==> src/verilog/lpeg_pkg.sv <==
package lpeg_pkg;
    // register byte offsets
    localparam logic [7:0] OFF_MODE = 8'h00;
    localparam logic [7:0] OFF_SLEEP_CFG = 8'h04;
    localparam logic [7:0] OFF_MODULE_STOP = 8'h08;
    localparam logic [7:0] OFF_STATUS = 8'h0c;
    localparam logic [7:0] OFF_ACTIVATE = 8'h10;
    // low power mode codes
    localparam logic [1:0] MODE_SLEEP = 2'h0;
    localparam logic [1:0] MODE_ALL_STOP = 2'h1;
    localparam logic [1:0] MODE_DEEP_SLEEP = 2'h2;
    localparam logic [1:0] MODE_SW_STANDBY = 2'h3;
    // return clock codes
    localparam logic [1:0] RCLK_LOW_OSC = 2'h0;
    localparam logic [1:0] RCLK_FAST_OSC = 2'h1;
    localparam logic [1:0] RCLK_MAIN = 2'h2;
    // system clock source codes
    localparam logic [1:0] SYS_SUB = 2'h3;
    localparam logic [1:0] SYS_PLL = 2'h2;
    // post-sleep operating modes
    localparam logic [1:0] OPM_HIGH = 2'h0;
    localparam logic [1:0] OPM_MIDDLE = 2'h1;
    localparam logic [1:0] OPM_MIDDLE2 = 2'h2;
    // sleep config fields, then the module stop dma bit
    localparam int SC_RSW_EN = 0;
    localparam int SC_RCLK_LO = 1;
    localparam int SC_OPM_LO = 3;
    localparam int SC_SYS_LO = 5;
    localparam int SC_SNOOZE_TRANSFER = 7;
    localparam int MSTP_DMA_BIT = 28;
    // error codes, then the module stop reset value
    localparam logic [2:0] ERR_NONE = 3'h0;
    localparam logic [2:0] ERR_BAD_CLOCK_SOURCE = 3'h1;
    localparam logic [2:0] ERR_BAD_MAIN_CLOCK_FREQ = 3'h2;
    localparam logic [2:0] ERR_ILLEGAL_STATE = 3'h3;
    localparam logic [2:0] ERR_OSC_STOP_DETECT_ON = 3'h4;
    localparam logic [2:0] ERR_DEEP_SLEEP_STATUS = 3'h5;
    localparam logic [31:0] MSTP_RESET = 32'h0000_0000;
endpackage : lpeg_pkg

==> src/verilog/lpeg_guard.sv <==
// Behaviour
// configuring a mode only stores it; nothing enters low power then.
// an activated mode halts the cpu; other clocks may keep running.
// cpu disables interrupts, sets wake source, flushes writes, then waits.
// the wait instruction re-enables interrupts while entering low power.
// software calls the optional hook before wait, skipping a null hook.
// small variant: return clock switching needs sub-clock as system clock.
// large variant: return clock switching needs system or sub-clock.
// middle speed after sleep rejects fast oscillator as return clock.
// middle speed 2 after sleep rejects main clock as return clock.
// middle speed with main return clock needs in-limit clock settings.
// fast oscillator return clock must be powered on.
// all-module stop needs module stop settings suited to that mode.
// all-module stop refused during flash program or erase.
// deep sleep needs the dma/transfer module stop bit set to 1.
// deep sleep refused during flash program or erase.
// software standby refused while oscillation stop detection is on.
// software standby needs the dma run flag at 0.
// software standby needs the transfer controller run flag at 0.
// software standby refused during flash program or erase.
// snooze variants skip the transfer run check when snooze uses it.
// all checks pass: enter and report success; else cpu runs, error kept.
//
// The APB register port and the placing of the registers are this design's own decisions.
`timescale 1ns/10ps
`default_nettype none
module lpeg_guard #(
    parameter bit LARGE_VARIANT = 1'b0,
    parameter bit HAS_SNOOZE = 1'b0,
    parameter logic [31:0] ALL_STOP_MASK = 32'hffff_ffff
) (
    input wire logic mclk,
    input wire logic srst,
    input wire logic psel,
    input wire logic penable,
    input wire logic pwrite,
    input wire logic [7:0] paddr,
    input wire logic [31:0] pwdata,
    output logic [31:0] prdata,
    output logic pready,
    output logic pslverr,
    input wire logic wait_exec,
    input wire logic wake_event,
    input wire logic fast_osc_on,
    input wire logic main_clk_in_limit,
    input wire logic flash_pe_mode,
    input wire logic osc_stop_detect_en,
    input wire logic dma_run_flag,
    input wire logic transfer_ctrl_run_flag,
    output logic cpu_halt,
    output logic irq_enable,
    output logic entry_done
);
    typedef enum logic [1:0] {
        LPEG_RUN = 2'b00,
        LPEG_LOW = 2'b01
    } lpeg_state_e;

    lpeg_state_e state_reg, state_next;
    logic [1:0] mode_reg;
    logic [7:0] sleep_cfg_reg;
    logic [31:0] module_stop_control_a;
    logic [2:0] err_reg;
    logic [2:0] chk_err;
    logic entered_reg;

    // apb decode: no wait states, pready rises in every access cycle
    wire wr_en = psel && penable && pwrite;
    wire hit_mode = paddr == lpeg_pkg::OFF_MODE;
    wire hit_cfg = paddr == lpeg_pkg::OFF_SLEEP_CFG;
    wire hit_mstp = paddr == lpeg_pkg::OFF_MODULE_STOP;
    wire hit_stat = paddr == lpeg_pkg::OFF_STATUS;
    wire hit_act = paddr == lpeg_pkg::OFF_ACTIVATE;
    wire mapped = hit_mode || hit_cfg || hit_mstp || hit_stat || hit_act;
    wire [31:0] rd_mux = hit_mode ? {30'h0, mode_reg} :
                         hit_cfg ? {24'h0, sleep_cfg_reg} :
                         hit_mstp ? module_stop_control_a :
                         hit_stat ? {27'h0, entered_reg, state_reg == LPEG_LOW, err_reg} : 32'h0;

    wire rsw_en = sleep_cfg_reg[lpeg_pkg::SC_RSW_EN];
    wire [1:0] rclk = sleep_cfg_reg[lpeg_pkg::SC_RCLK_LO +: 2];
    wire [1:0] opm = sleep_cfg_reg[lpeg_pkg::SC_OPM_LO +: 2];
    wire [1:0] sysclk = sleep_cfg_reg[lpeg_pkg::SC_SYS_LO +: 2];
    wire snooze_transfer = HAS_SNOOZE && sleep_cfg_reg[lpeg_pkg::SC_SNOOZE_TRANSFER];
    wire sys_ok = LARGE_VARIANT ? (sysclk == lpeg_pkg::SYS_SUB || sysclk == lpeg_pkg::SYS_PLL)
                                : (sysclk == lpeg_pkg::SYS_SUB);
    wire mstp_ok = (module_stop_control_a & ALL_STOP_MASK) == ALL_STOP_MASK;
    wire mstp_dma = module_stop_control_a[lpeg_pkg::MSTP_DMA_BIT];

    // field positions must sit inside the registers that hold them
    if (lpeg_pkg::SC_SNOOZE_TRANSFER > 7 || lpeg_pkg::MSTP_DMA_BIT > 31) begin : g_field_check
        $error("sleep config or module stop field out of range");
    end

    // entry checks, first failure in table order wins
    always_comb begin
        chk_err = lpeg_pkg::ERR_NONE;
        unique case (mode_reg)
            lpeg_pkg::MODE_SLEEP: begin
                if (rsw_en && !sys_ok) begin
                    chk_err = lpeg_pkg::ERR_BAD_CLOCK_SOURCE;
                end else if (rsw_en && opm == lpeg_pkg::OPM_MIDDLE && rclk == lpeg_pkg::RCLK_FAST_OSC) begin
                    chk_err = lpeg_pkg::ERR_BAD_CLOCK_SOURCE;
                end else if (rsw_en && opm == lpeg_pkg::OPM_MIDDLE2 && rclk == lpeg_pkg::RCLK_MAIN) begin
                    chk_err = lpeg_pkg::ERR_BAD_CLOCK_SOURCE;
                end else if (rsw_en && opm == lpeg_pkg::OPM_MIDDLE && rclk == lpeg_pkg::RCLK_MAIN
                             && !main_clk_in_limit) begin
                    chk_err = lpeg_pkg::ERR_BAD_MAIN_CLOCK_FREQ;
                end else if (rsw_en && rclk == lpeg_pkg::RCLK_FAST_OSC && !fast_osc_on) begin
                    chk_err = lpeg_pkg::ERR_BAD_CLOCK_SOURCE;
                end
            end
            lpeg_pkg::MODE_ALL_STOP: begin
                if (!mstp_ok || flash_pe_mode) begin
                    chk_err = lpeg_pkg::ERR_ILLEGAL_STATE;
                end
            end
            lpeg_pkg::MODE_DEEP_SLEEP: begin
                if (!mstp_dma) begin
                    chk_err = lpeg_pkg::ERR_DEEP_SLEEP_STATUS;
                end else if (flash_pe_mode) begin
                    chk_err = lpeg_pkg::ERR_ILLEGAL_STATE;
                end
            end
            lpeg_pkg::MODE_SW_STANDBY: begin
                if (osc_stop_detect_en) begin
                    chk_err = lpeg_pkg::ERR_OSC_STOP_DETECT_ON;
                end else if (dma_run_flag || (transfer_ctrl_run_flag && !snooze_transfer) || flash_pe_mode) begin
                    chk_err = lpeg_pkg::ERR_ILLEGAL_STATE;
                end
            end
        endcase
    end

    // a wait request while running either enters low power or records the error
    wire wait_req = wait_exec || (wr_en && hit_act && pwdata[0]);
    wire enter = state_reg == LPEG_RUN && wait_req && chk_err == lpeg_pkg::ERR_NONE;

    always_comb begin
        state_next = state_reg;
        unique case (state_reg)
            LPEG_RUN: if (enter) state_next = LPEG_LOW;
            LPEG_LOW: if (wake_event) state_next = LPEG_RUN;
        endcase
    end

    always_ff @(posedge mclk) begin
        if (srst) begin
            state_reg <= LPEG_RUN;
            mode_reg <= lpeg_pkg::MODE_SLEEP;
            sleep_cfg_reg <= 8'h00;
            module_stop_control_a <= lpeg_pkg::MSTP_RESET;
            err_reg <= lpeg_pkg::ERR_NONE;
            entered_reg <= 1'b0;
            cpu_halt <= 1'b0;
            irq_enable <= 1'b1;
            entry_done <= 1'b0;
            prdata <= 32'h0;
            pready <= 1'b0;
            pslverr <= 1'b0;
        end else begin
            state_reg <= state_next;
            // mode write only records the choice
            if (wr_en && hit_mode) mode_reg <= pwdata[1:0];
            if (wr_en && hit_cfg) sleep_cfg_reg <= pwdata[7:0];
            if (wr_en && hit_mstp) module_stop_control_a <= pwdata;
            if (state_reg == LPEG_RUN && wait_req) begin
                err_reg <= chk_err;
                entered_reg <= enter;
            end
            cpu_halt <= state_next == LPEG_LOW;
            // interrupts are on while halted so the wake source can end the mode
            irq_enable <= (state_next == LPEG_LOW) || (!(wait_req && state_reg == LPEG_RUN) && irq_enable);
            entry_done <= state_reg == LPEG_RUN && wait_req;
            pready <= psel && !penable;
            pslverr <= psel && !penable && !mapped;
            prdata <= (psel && !penable && !pwrite) ? rd_mux : 32'h0;
        end
    end

    property p_halt_after_enter;
        @(posedge mclk) disable iff (srst)
        enter |=> cpu_halt && irq_enable;
    endproperty
    a_halt_after_enter: assert property (p_halt_after_enter)
        else $error("entry did not halt the cpu");

    property p_refused_keeps_running;
        @(posedge mclk) disable iff (srst)
        state_reg == LPEG_RUN && wait_req && chk_err != lpeg_pkg::ERR_NONE
        |=> !cpu_halt && err_reg != lpeg_pkg::ERR_NONE;
    endproperty
    a_refused_keeps_running: assert property (p_refused_keeps_running)
        else $error("refused entry halted the cpu");

    property p_mode_write_no_entry;
        @(posedge mclk) disable iff (srst)
        wr_en && hit_mode && !wait_exec && !cpu_halt |=> !cpu_halt;
    endproperty
    a_mode_write_no_entry: assert property (p_mode_write_no_entry)
        else $error("mode write entered low power");

    property p_deep_sleep_stop_bit;
        @(posedge mclk) disable iff (srst)
        enter && mode_reg == lpeg_pkg::MODE_DEEP_SLEEP |-> mstp_dma && !flash_pe_mode;
    endproperty
    a_deep_sleep_stop_bit: assert property (p_deep_sleep_stop_bit)
        else $error("deep sleep entered with bad state");

    property p_standby_osc;
        @(posedge mclk) disable iff (srst)
        state_reg == LPEG_RUN && wait_req && mode_reg == lpeg_pkg::MODE_SW_STANDBY && osc_stop_detect_en
        |=> err_reg == lpeg_pkg::ERR_OSC_STOP_DETECT_ON;
    endproperty
    a_standby_osc: assert property (p_standby_osc)
        else $error("standby osc check missed");

    property p_standby_dma;
        @(posedge mclk) disable iff (srst)
        enter && mode_reg == lpeg_pkg::MODE_SW_STANDBY |-> !dma_run_flag && !flash_pe_mode;
    endproperty
    a_standby_dma: assert property (p_standby_dma)
        else $error("standby entered with dma or flash busy");

    property p_allstop_flash;
        @(posedge mclk) disable iff (srst)
        enter && mode_reg == lpeg_pkg::MODE_ALL_STOP |-> !flash_pe_mode && mstp_ok;
    endproperty
    a_allstop_flash: assert property (p_allstop_flash)
        else $error("all-module stop entered illegally");

    property p_fast_osc_off;
        @(posedge mclk) disable iff (srst)
        enter && mode_reg == lpeg_pkg::MODE_SLEEP && rsw_en && rclk == lpeg_pkg::RCLK_FAST_OSC
        |-> fast_osc_on;
    endproperty
    a_fast_osc_off: assert property (p_fast_osc_off)
        else $error("sleep entered with fast oscillator off");

    property p_irq_on_while_halted;
        @(posedge mclk) disable iff (srst)
        cpu_halt |-> irq_enable;
    endproperty
    a_irq_on_while_halted: assert property (p_irq_on_while_halted)
        else $error("halted with interrupts off");

    property p_small_sys_clock;
        @(posedge mclk) disable iff (srst)
        !LARGE_VARIANT && enter && mode_reg == lpeg_pkg::MODE_SLEEP && rsw_en
        |-> sysclk == lpeg_pkg::SYS_SUB;
    endproperty
    a_small_sys_clock: assert property (p_small_sys_clock)
        else $error("small variant slept without sub-clock");

    property p_large_sys_clock;
        @(posedge mclk) disable iff (srst)
        LARGE_VARIANT && enter && mode_reg == lpeg_pkg::MODE_SLEEP && rsw_en
        |-> sysclk == lpeg_pkg::SYS_SUB || sysclk == lpeg_pkg::SYS_PLL;
    endproperty
    a_large_sys_clock: assert property (p_large_sys_clock)
        else $error("large variant slept with bad system clock");

    property p_middle_no_fast_osc;
        @(posedge mclk) disable iff (srst)
        enter && mode_reg == lpeg_pkg::MODE_SLEEP && rsw_en && opm == lpeg_pkg::OPM_MIDDLE
        |-> rclk != lpeg_pkg::RCLK_FAST_OSC;
    endproperty
    a_middle_no_fast_osc: assert property (p_middle_no_fast_osc)
        else $error("middle speed slept with fast oscillator return");

    property p_middle2_no_main;
        @(posedge mclk) disable iff (srst)
        enter && mode_reg == lpeg_pkg::MODE_SLEEP && rsw_en && opm == lpeg_pkg::OPM_MIDDLE2
        |-> rclk != lpeg_pkg::RCLK_MAIN;
    endproperty
    a_middle2_no_main: assert property (p_middle2_no_main)
        else $error("middle speed 2 slept with main clock return");

    property p_main_freq_err;
        @(posedge mclk) disable iff (srst)
        state_reg == LPEG_RUN && wait_req && mode_reg == lpeg_pkg::MODE_SLEEP && rsw_en && sys_ok
        && opm == lpeg_pkg::OPM_MIDDLE && rclk == lpeg_pkg::RCLK_MAIN && !main_clk_in_limit
        |=> err_reg == lpeg_pkg::ERR_BAD_MAIN_CLOCK_FREQ;
    endproperty
    a_main_freq_err: assert property (p_main_freq_err)
        else $error("main clock frequency error missed");

    property p_allstop_mask;
        @(posedge mclk) disable iff (srst)
        enter && mode_reg == lpeg_pkg::MODE_ALL_STOP
        |-> (module_stop_control_a & ALL_STOP_MASK) == ALL_STOP_MASK;
    endproperty
    a_allstop_mask: assert property (p_allstop_mask)
        else $error("all-module stop entered with modules running");

    property p_deep_sleep_flash;
        @(posedge mclk) disable iff (srst)
        enter && mode_reg == lpeg_pkg::MODE_DEEP_SLEEP |-> !flash_pe_mode;
    endproperty
    a_deep_sleep_flash: assert property (p_deep_sleep_flash)
        else $error("deep sleep entered during flash program or erase");

    property p_standby_transfer;
        @(posedge mclk) disable iff (srst)
        enter && mode_reg == lpeg_pkg::MODE_SW_STANDBY && !snooze_transfer
        |-> !transfer_ctrl_run_flag;
    endproperty
    a_standby_transfer: assert property (p_standby_transfer)
        else $error("standby entered with transfer controller running");

    property p_standby_flash;
        @(posedge mclk) disable iff (srst)
        enter && mode_reg == lpeg_pkg::MODE_SW_STANDBY |-> !flash_pe_mode;
    endproperty
    a_standby_flash: assert property (p_standby_flash)
        else $error("standby entered during flash program or erase");

    property p_snooze_transfer_skip;
        @(posedge mclk) disable iff (srst)
        state_reg == LPEG_RUN && wait_req && mode_reg == lpeg_pkg::MODE_SW_STANDBY && snooze_transfer
        && !osc_stop_detect_en && !dma_run_flag && !flash_pe_mode |=> cpu_halt;
    endproperty
    a_snooze_transfer_skip: assert property (p_snooze_transfer_skip)
        else $error("snooze transfer use blocked standby");

    property p_entry_reported;
        @(posedge mclk) disable iff (srst)
        state_reg == LPEG_RUN && wait_req |=> entry_done;
    endproperty
    a_entry_reported: assert property (p_entry_reported)
        else $error("wait request not reported");
endmodule : lpeg_guard
`default_nettype wire

==> config.mk <==
export PLATFORM = sky130hd
export DESIGN_NAME = lpeg_guard
export DESIGN_NICKNAME = d
export VERILOG_FILES = /design/src/verilog/lpeg_pkg.sv /design/src/verilog/lpeg_guard.sv
export SDC_FILE = /design/constraint.sdc
export NUM_CORES = 1
export LEC_CHECK = 0
export ABC_AREA = 1
export BUFFER_PORTS_ARGS = -buffer_cell sky130_fd_sc_hd__clkbuf_2
export CELL_PAD_IN_SITES_DETAIL_PLACEMENT = 1
export CELL_PAD_IN_SITES_GLOBAL_PLACEMENT = 2
export CORE_MARGIN = 2
export CORE_UTILIZATION = 29
export CTS_CLUSTER_SIZE = 40
export DETAILED_ROUTE_END_ITERATION = 16
export PLACE_DENSITY = 0.81
export SYNTH_ARGS = -nofsm -noshare
export SYNTH_HDL_FRONTEND = slang
export SYNTH_SLANG_ARGS = --single-unit
==> constraint.sdc <==
create_clock -name mclk -period 1.85 [get_ports mclk]
set_clock_uncertainty 0.15 [all_clocks]
set_input_delay 0.185 -clock mclk [delete_from_list [all_inputs] [get_ports mclk]]
set_output_delay 0.185 -clock mclk [all_outputs]
set_load 0.02 [all_outputs]
==> flow_summary_export.csv, run 1 <==
group,metric,value,unit
floorplan,die_w,110.7,um
route,wl_per_cell,13.54,um
floorplan,die-height,110.7,um
timing,fmax,603.5,MHz
timing,whs,-0.002443,ns
critical_path,worstPathRequired,1.97,ns
logic_synthesis,synthArstFlopShare,0,%
run_status,status,"finished with violations",
timing,drv_slew,0,
grt,first_global_vias,3310,
logic_synthesis,synth_edf_count,0,
logic_synthesis,synth_warnings,0,
finish,design_area,4501,um2
hold_path,min_path_type,"primary input to flip-flop",
logic_synthesis,yosys.area.top_type,"dfxtp_1",
clock_network,cts_root_buf,"clkbuf_16",
clock_network,clock_sinks,85,
logic_synthesis,seq_area_frac_synth,51.50,%
logic_synthesis,syn_area_per_cell,7.982,um2
run_status,violations,"negative hold slack",
logic_synthesis,netlist_area,3304,um2
power,vdd_ir_drop_max,0.4415,mV
clock_network,numCtsBuffers,9,
critical_path,cp-end-kind,"flip-flop",
critical_path,start_kind,"flip-flop",
floorplan,die_area,12260,um2
critical_path,r2r_cells,12,
floorplan,io_pins,90,
timing,final-hold-violation-count,1,
timing,finalCritPeriodShare,89.57,%
logic_synthesis,postSynthNetCount,467,
timing,tightest_slew,0.3765,ns
place,placed_area,3946,um2
route,wl,9.237,mm
critical_path,r2r_setup_slack,0.19,ns
critical_path,crit_fanout,3,
hold_path,hold_depth,3,
job,cap_violations,0,
route,antenna_left,0,
finish,syn_to_final_growth,36.20,%
timing,finalCriticalPeriod,1.657,ns
clock_network,tritoncts,"built",
route,drt-pass1-iter-count,4,
clock_network,insertion_delay,0.34,ns
power,p_leak,1.946,nW
logic_synthesis,synthTopCellsByCount,"dfxtp_1, nor2_1, nand2_1",
logic_synthesis,synth.distinct_cells,32,
floorplan,rows,38,
logic_synthesis,synth_top_area_share,51.50,%
critical_path,rr_endpoint,"cpu_halt",
logic_synthesis,ys_top_cells_by_area,"dfxtp_1, nor2_1, nand2_1",
logic_synthesis,yosysMostFrequentCell,"dfxtp_1",
grt,grt_usage,15.66,%
timing,rsz0062_at_grt,"false",
timing,relSlewSlack,74.71,%
timing,setup_viol,0,
logic_synthesis,synth-main-ff-cell,"dfxtp_1",
hold_path,holdPathEnd,"module_stop_control_a[16]",
logic_synthesis,synth-seq-cells,85,
critical_path,r2r-start,"module_stop_control_a[7]",
grt,antenna_found_initial,0,
finish,fin_util,40.98,%
route,vias,3124,
clock_network,cts.htree.levels,3,
power,power.density,869.0,nW/um2
place,dp.cells,641,
finish,ff_latch_area,1704,um2
clock_network,post_cts_buffers,0,
critical_path,arrival,1.78,ns
finish,final_nets,590,
route,drtIter0Drc,94,
route,vias_per_cell,4.581,
logic_synthesis,synthCells,414,
grt,grt_start_max_net_pins,39,
route,route.detailed.drc,0,
finish,diodes,0,
place,port_buffers,89,
finish,multi_input_area,1297,um2
clock_network,clk_pin_slew,0.07,ns
hold_path,min_from,"pwdata[16]",
place,hpwl,6.792,mm
floorplan,coreArea,10980,um2
finish,drive_gt1_share,25.83,%
finish,fillers,1349,
place,finalWeightedCongestion,0.8608,
finish,instances_no_fill,682,
clock_network,cts_max_path_buffers,2,
grt,grt_pass1_wl,15.76,mm
critical_path,crit_type,"flip-flop to flip-flop",
floorplan,initial_core_util,30.09,%
grt,globalRouteOverflowTotal,0,
## layout by cell type (no fill, tap or decap), types with 9 or more instances in the layout
cell and n:
a21oi_1 36, buf_4 10, clkbuf_16 9, clkbuf_2 89
dfxtp_1 83, dlygate4sd3_1 25, inv_1 54, nand2_1 56
nand3_1 19, nor2_1 63, o21ai_0 34
## critical path, stage by stage (launching register included)
cell and delay, ns:
dfxtp_1 0.36, nand2_1 0.06, nor2_1 0.12, nand2_1 0.07, nor2_1 0.10, nand3_1 0.08
nand2_1 0.09, nand2_1 0.08, nor2_2 0.13, nand2_1 0.08, nand2_1 0.08, nand3_1 0.09
nor2_1 0.09
## per-stage QoR
step                power (W)  setup TNS, ns  worst slack [ns]  hold slack (ns)
floorplan            0.001984              0            0.2939           0.1699
global placement     0.002092              0            0.1020           0.2992
detailed placement   0.002095      -0.003613         -0.003613           0.3014
CTS                  0.003963              0           0.09988        0.0009503
global route         0.004047              0          0.003961         0.006481
finish               0.003911              0            0.1930        -0.002443
## routing by layer
layer / vias to the layer above / track usage (%) / routed length (um)
li1: 1584 / - / -
met1: 1445 / 18.84 / 4248
met2: 78 / 27.48 / 4422
met3: 17 / 3.718 / 413
met4: 0 / 5.083 / 153
met5: - / 0 / 0
## area by class of cell
cell class	instances	share of cell area [%]
clock buffers	9	5.004
repair buffers	126	18.02
clock inverters	7	1.640
multi-input cells	258	28.83
well taps	140	3.892
flip-flops and latches	85	37.86
inverters	57	4.754
## cell families after synthesis
logic type	Yosys count	share of synthesized area (%)
flops	85	51.50
compound gates	97	16.70
simple gates	161	22.49
buf+inv	71	9.314
## power breakdown
part	switching (W)	internal, W
logic	0.000128	0.000112
registers	0.00000751	0.00184
clock network	0.000766	0.00105
total	0.000901	0.00301
## worst max-delay path by stage
| stage | slack, ns | cells after the start | end | startpoint |
|---|---|---|---|---|
| 6_report | 0.19 | 12 | cpu_halt | module_stop_control_a[7] |
| 2_1_floorplan | 0.29 | 10 | module_stop_control_a[22] | paddr[5] |
| 5_1_grt | 0.004 | 12 | cpu_halt | module_stop_control_a[0] |
| 4_1_cts | 0.1 | 12 | cpu_halt | module_stop_control_a[7] |
| 3_5_place_dp | -0.004 | 10 | module_stop_control_a[11] | paddr[1] |
| 3_3_place_gp | 0.10 | 12 | cpu_halt | paddr[3] |
## repair_timing
action,4_1_cts,5_1_grt
hold buffers,25,0
gates resized for setup,0,3
endpoints found under the setup margin,0,1
endpoints found under the hold margin,27,0
No activity file was read; power rests on OpenSTA's default activity.
==> run 2, diff against run 1 <==
--- a/config.mk
+++ b/config.mk
@@ -14,6 +14,7 @@
 export CTS_CLUSTER_SIZE = 40
 export DETAILED_ROUTE_END_ITERATION = 16
 export PLACE_DENSITY = 0.81
+export RECOVER_POWER = 50
 export SYNTH_ARGS = -nofsm -noshare
 export SYNTH_HDL_FRONTEND = slang
 export SYNTH_SLANG_ARGS = --single-unit
==> run 2 against run 1 <==
The flow still finishes with violations (negative hold slack). Non-clock buffer count unchanged. Register-to-register slack hardly changed. First-iteration DRC count decreased by 4.3%. Sequential power hardly changed. Fmax shrank 0.28%. Routed wire length grew 0.23%. Critical path type unchanged. Worst hold slack about the same. Global-route usage unchanged. Power fell by 0.20%. Largest power group unchanged.
==> flow_summary_export.csv, run 2 (synthesis results as in run 1) <==
group,metric,value,unit
finish,final_common_cell,"dfxtp_1",
finish,instances_no_fill,682,
timing,setup_viol,0,
critical_path,start_kind,"flip-flop",
power,switchingPower,0.0008971,W
place,dp.cells,641,
power,finalPower,0.003903,W
floorplan,io_pins,90,
critical_path,crit_fanout,3,
finish,syn_to_final_growth,33.59,%
finish,final_cell_mix,"dfxtp_1, nor2_1, nand2_1, inv_1, clkbuf_2",
route,drtIter0Drc,90,
grt,grt_pass1_wl,15.76,mm
run_status,status,"finished with violations",
power,p_leak,1.797,nW
grt,globalRouteOverflowTotal,0,
clock_network,clock_sinks,85,
clock_network,tritoncts,"built",
critical_path,cp_slowest_cell,"dfxtp_1",
route,antenna_left,0,
power,p_sw_share,22.98,%
clock_network,insertion_delay,0.34,ns
place,finalWeightedCongestion,0.8608,
place,pre_cts_ws,-0.003613,ns
finish,drive_gt1_share,17.71,%
route,drt-pass1-iter-count,4,
timing,tightest_slew,0.4018,ns
finish,fin_util,40.19,%
timing,rsz0062_at_grt,"false",
floorplan,rows,38,
critical_path,crit_type,"flip-flop to flip-flop",
power,p_int,0.003006,W
critical_path,arrival,1.78,ns
critical_path,r2r_cells,12,
timing,whs,-0.002187,ns
finish,fillers,1375,
finish,final_nets,590,
timing,finalCritPeriodShare,89.82,%
timing,final-hold-violation-count,1,
route,vias_per_cell,4.594,
critical_path,worstPathRequired,1.97,ns
timing,setup_tns,0,ns
floorplan,die_area,12260,um2
route,route.detailed.drc,0,
clock_network,cts_root_buf,"clkbuf_16",
critical_path,crit_top_cell,"nand2_1",
timing,drv_slew,0,
clock_network,cts_max_path_buffers,2,
hold_path,hold_depth,3,
route,wl,9.258,mm
critical_path,cp-end-kind,"flip-flop",
power,clockPowerShare,46.5,%
timing,relSlewSlack,73.21,%
route,vias,3133,
grt,first_global_vias,3310,
power,vdd_ir_drop_max,0.4412,mV
grt,grt_start_max_net_pins,39,
clock_network,numCtsBuffers,9,
power,pwr-share-comb,6.0,%
finish,diodes,0,
clock_network,clk_pin_slew,0.07,ns
clock_network,cts.htree.levels,3,
timing,finalCriticalPeriod,1.662,ns
job,cap_violations,0,
critical_path,cpPeakStageDelay,0.37,ns
place,port_buffers,89,
floorplan,coreArea,10980,um2
floorplan,die_w,110.7,um
power,seqPwrFrac,47.5,%
timing,fmax,601.8,MHz
floorplan,die-height,110.7,um
route,wl_per_cell,13.57,um
floorplan,initial_core_util,30.09,%
hold_path,min_path_type,"primary input to flip-flop",
critical_path,crit_chain,"nand2_1, nor2_1, nand2_1, nor2_1, nand3_1, nand2_1, nand2_1, nor2_2, nand2_1, nand2_1, nand3_1, nor2_1",
power,power.density,884.3,nW/um2
clock_network,post_cts_buffers,0,
place,hpwl,6.792,mm
grt,antenna_found_initial,0,
timing,finalWorstSetupSlack,0.1884,ns
grt,grt_usage,15.66,%
run_status,violations,"negative hold slack",
[run 2: worst max-delay path: cells and delay by family (launching register included)]
kind / cells / cell delay, ns
and+or+nand+nor: 12 / 1.07
DFF: 1 / 0.37
[run 2: routing by layer]
layer  up-vias  part of all wire (%)  track usage (%)
li1       1584                     -                -
met1      1453                    46            18.84
met2        78                    48            27.48
met3        18                   4.5            3.718
met4         0                   1.7            5.083
met5         -                     0                0
[run 2: power groups by stage]
stage	Combinational [W]	Clock (W)	Sequential, W
6_report	0.000235	0.00182	0.00185
5_1_grt	0.000263	0.00193	0.00185
4_1_cts	0.000242	0.00187	0.00185
3_5_place_dp	0.000200	0	0.00189
3_3_place_gp	0.000198	0	0.00189
2_1_floorplan	0.0000829	0	0.00190
[run 2: final cells by class]
class	count	area, um2	area share (%)
clock inverter	7	73.82	1.672
timing repair buffer	126	739.5	16.75
sequential	85	1704	38.61
multi-input combinational	258	1282	29.05
inverter	57	214.0	4.847
clock buffer	9	225.2	5.102
tap	140	175.2	3.968
[run 2: repair_timing]
| item | 4_1_cts | 5_1_grt |
|---|---|---|
| gates resized for setup | 0 | 3 |
| endpoints found under the setup margin | 0 | 1 |
| hold endpoints to repair | 27 | 0 |
| hold buffers | 25 | 0 |
[run 2: final timing paths]
kind	endpoint	from	slack [ns]
max	cpu_halt	module_stop_control_a[7]	0.19
min	module_stop_control_a[16]	pwdata[16]	-0.002
max reg2reg	cpu_halt	module_stop_control_a[7]	0.19
min reg2reg	prdata[29]	module_stop_control_a[29]	0.31
[run 2: per-stage QoR]
stage / instance area, um2 / hold WS [ns]
after floorplan: 3304 / 0.1699
after global placement: 3946 / 0.2992
after detailed placement: 3946 / 0.3014
after CTS: 4496 / 0.0009503
after global routing: 4414 / 0.006481
final: 4414 / -0.002187
==> run 3, diff against run 2 <==
--- a/config.mk
+++ b/config.mk
@@ -10,10 +10,11 @@
 export CELL_PAD_IN_SITES_DETAIL_PLACEMENT = 1
 export CELL_PAD_IN_SITES_GLOBAL_PLACEMENT = 2
 export CORE_MARGIN = 2
-export CORE_UTILIZATION = 29
+export CORE_UTILIZATION = 30
+export CTS_BUF_LIST = sky130_fd_sc_hd__clkbuf_8
 export CTS_CLUSTER_SIZE = 40
 export DETAILED_ROUTE_END_ITERATION = 16
-export PLACE_DENSITY = 0.81
+export PLACE_DENSITY = 0.83
 export RECOVER_POWER = 50
 export SYNTH_ARGS = -nofsm -noshare
 export SYNTH_HDL_FRONTEND = slang
==> constraint.sdc (replaced) <==
create_clock -name mclk -period 1.6 [get_ports mclk]
set_clock_uncertainty 0.15 [all_clocks]
set_input_delay 0.16 -clock mclk [delete_from_list [all_inputs] [get_ports mclk]]
set_output_delay 0.16 -clock mclk [all_outputs]
set_load 0.02 [all_outputs]
==> run 3 against run 2 <==
The run ends with negative setup slack left. Register-to-register slack got worse by 0.25 ns. Worst hold slack gained 0.019 ns. Final cell count increased by 4.7%. Critical path depth stayed put. Power grew 12%. Worst setup slack lost 0.25 ns. Routed wire length is 4.4% higher. Flip-flop and latch count did not move. Clock-buffer cell count unchanged. Clock power up 5%. Fmax hardly changed. Critical endpoint unchanged.
==> flow_summary_export.csv, run 3 (synthesis results as in run 1) <==
group,metric,value,unit
run_status,status,"finished with violations",
run_status,violations,"negative setup slack",
power,p_int,0.003356,W
finish,ff_latch_area,1714,um2
critical_path,crit_type,"flip-flop to flip-flop",
critical_path,cp-end-kind,"flip-flop",
finish,drive_gt1_share,26.31,%
route,drt-pass1-iter-count,4,
grt,globalRouteOverflowTotal,0,
timing,setup_tns,-0.07843,ns
finish,fin_util,43.60,%
route,wl_per_cell,13.54,um
finish,final_nets,622,
floorplan,rows,38,
job,cap_violations,0,
power,p_sw_share,23.42,%
finish,fillers,1335,
timing,final-hold-violation-count,0,
timing,finalCriticalPeriod,1.663,ns
clock_network,cts.htree.levels,3,
place,port_buffers,89,
clock_network,tritoncts,"built",
grt,grt_start_max_net_pins,43,
route,route.detailed.drc,0,
timing,fmax,601.4,MHz
timing,finalWorstSetupSlack,-0.06277,ns
floorplan,coreArea,10790,um2
clock_network,numCtsBuffers,9,
timing,finalCritPeriodShare,103.9,%
grt,grt_pass1_wl,16.30,mm
floorplan,die_area,11870,um2
floorplan,io_pins,90,
timing,setup_viol,3,
power,pwr-share-comb,7.3,%
floorplan,initial_core_util,30.62,%
critical_path,arrival,1.81,ns
finish,final_common_cell,"dfxtp_1",
clock_network,clk_pin_slew,0.10,ns
route,vias,3249,
grt,antenna_found_initial,0,
power,switchingPower,0.001026,W
power,p_leak,1.938,nW
finish,multi_input_area,1326,um2
timing,relSlewSlack,74.43,%
timing,rsz0062_at_grt,"true",
grt,first_global_vias,3454,
clock_network,insertion_delay,0.35,ns
clock_network,cts_max_path_buffers,2,
route,antenna_left,0,
finish,diodes,0,
floorplan,die-height,109.0,um
place,hpwl,6.870,mm
power,power.density,931.2,nW/um2
floorplan,die_w,109.0,um
critical_path,crit_fanout,2,
power,seqPwrFrac,48.9,%
finish,syn_to_final_growth,42.41,%
route,vias_per_cell,4.550,
finish,final_cell_mix,"dfxtp_1, nor2_1, inv_1, clkbuf_2, nand2_1",
critical_path,worstPathRequired,1.75,ns
timing,tightest_slew,0.3807,ns
grt,grt_usage,17.58,%
route,drtIter0Drc,81,
power,vdd_ir_drop_max,0.4362,mV
power,finalPower,0.004382,W
clock_network,clock_sinks,85,
hold_path,min_path_type,"primary input to flip-flop",
place,finalWeightedCongestion,0.8105,
timing,drv_slew,0,
power,clockPowerShare,43.8,%
critical_path,start_kind,"flip-flop",
route,wl,9.667,mm
clock_network,cts_root_buf,"clkbuf_8",
-- run 3: changes by cell type in the layout (fill, tap and decap cells not counted), sizes merged --
cell         before  now
clkinvlp          1    0
inv              59   61
bufinv            1    3
dlygate4sd3      25   34
clkinv            3    0
clkbuf          101   98
buf               9   35
-- run 3: timing repair --
action	CTS	global route
setup buffers	0	2
endpoints found under the setup margin	3	32
pin swaps	1	12
resized for setup	8	23
hold endpoints to repair	42	0
hold buffers	34	0
-- run 3: path summary, 6_finish.rpt --
check	from	endpoint	slack, ns	cells past startpoint
setup reg to reg	module_stop_control_a[0]	cpu_halt	-0.06	12
setup / recovery	module_stop_control_a[0]	cpu_halt	-0.06	12
hold reg to reg	module_stop_control_a[11]	prdata[11]	0.31	2
hold / removal	paddr[4]	pslverr	0.02	4
-- run 3: through the flow --
| step | cell area [um2] | hold slack, ns | instances | setup slack [ns] |
|---|---|---|---|---|
| 6_report | 4706 | 0.01635 | 714 | -0.06277 |
| 5_1_grt | 4706 | 0.02255 | 714 | -0.1805 |
| 4_1_cts | 4711 | 0.02604 | 712 | -0.04282 |
| 3_5_place_dp | 4104 | 0.2763 | 662 | -0.1283 |
| 3_3_place_gp | 4104 | 0.2742 | 662 | -0.1092 |
| 2_1_floorplan | 3304 | 0.1449 | 414 | 0.06890 |
-- run 3: power groups by stage --
| stage | clock, W | combinational [W] | sequential, W |
|---|---|---|---|
| 6_report | 0.00192 | 0.000321 | 0.00214 |
| 5_1_grt | 0.00204 | 0.000358 | 0.00214 |
| 3_5_place_dp | 0 | 0.000251 | 0.00219 |
| 3_3_place_gp | 0 | 0.000244 | 0.00219 |
| 2_1_floorplan | 0 | 0.0000959 | 0.00220 |
| 4_1_cts | 0.00196 | 0.000318 | 0.00214 |
-- run 3: final cells by class --
| cell class | count | share of cell area [%] |
|---|---|---|
| multi-input cells | 258 | 28.18 |
| clock inverters | 7 | 2.659 |
| flip-flops and latches | 85 | 36.43 |
| clock buffers | 9 | 2.632 |
| repair buffers | 158 | 21.83 |
| well taps | 140 | 3.722 |
| inverters | 57 | 4.547 |
-- run 3: critical path: stages (launching register included) --
cell and delay [ns]:
dfxtp_2 0.34, nand2_1 0.06, nor2_1 0.12, nand2_1 0.08, nor2_2 0.14, nand3_2 0.10
nand2_2 0.09, nand3_2 0.07, nor2_2 0.12, nand2_2 0.07, nand2_2 0.08, nand3_2 0.07
nor2_2 0.11
-- run 3: per-layer routing --
layer | routed length [um] | GRT usage [%] | share of wire (%) | up-vias
li1 | - | - | - | 1645
met1 | 4354 | 21.95 | 45 | 1508
met2 | 4670 | 30.04 | 48 | 81
met3 | 479 | 3.168 | 5.0 | 15
met4 | 163 | 6.685 | 1.7 | 0
met5 | 0 | 0 | 0 | -
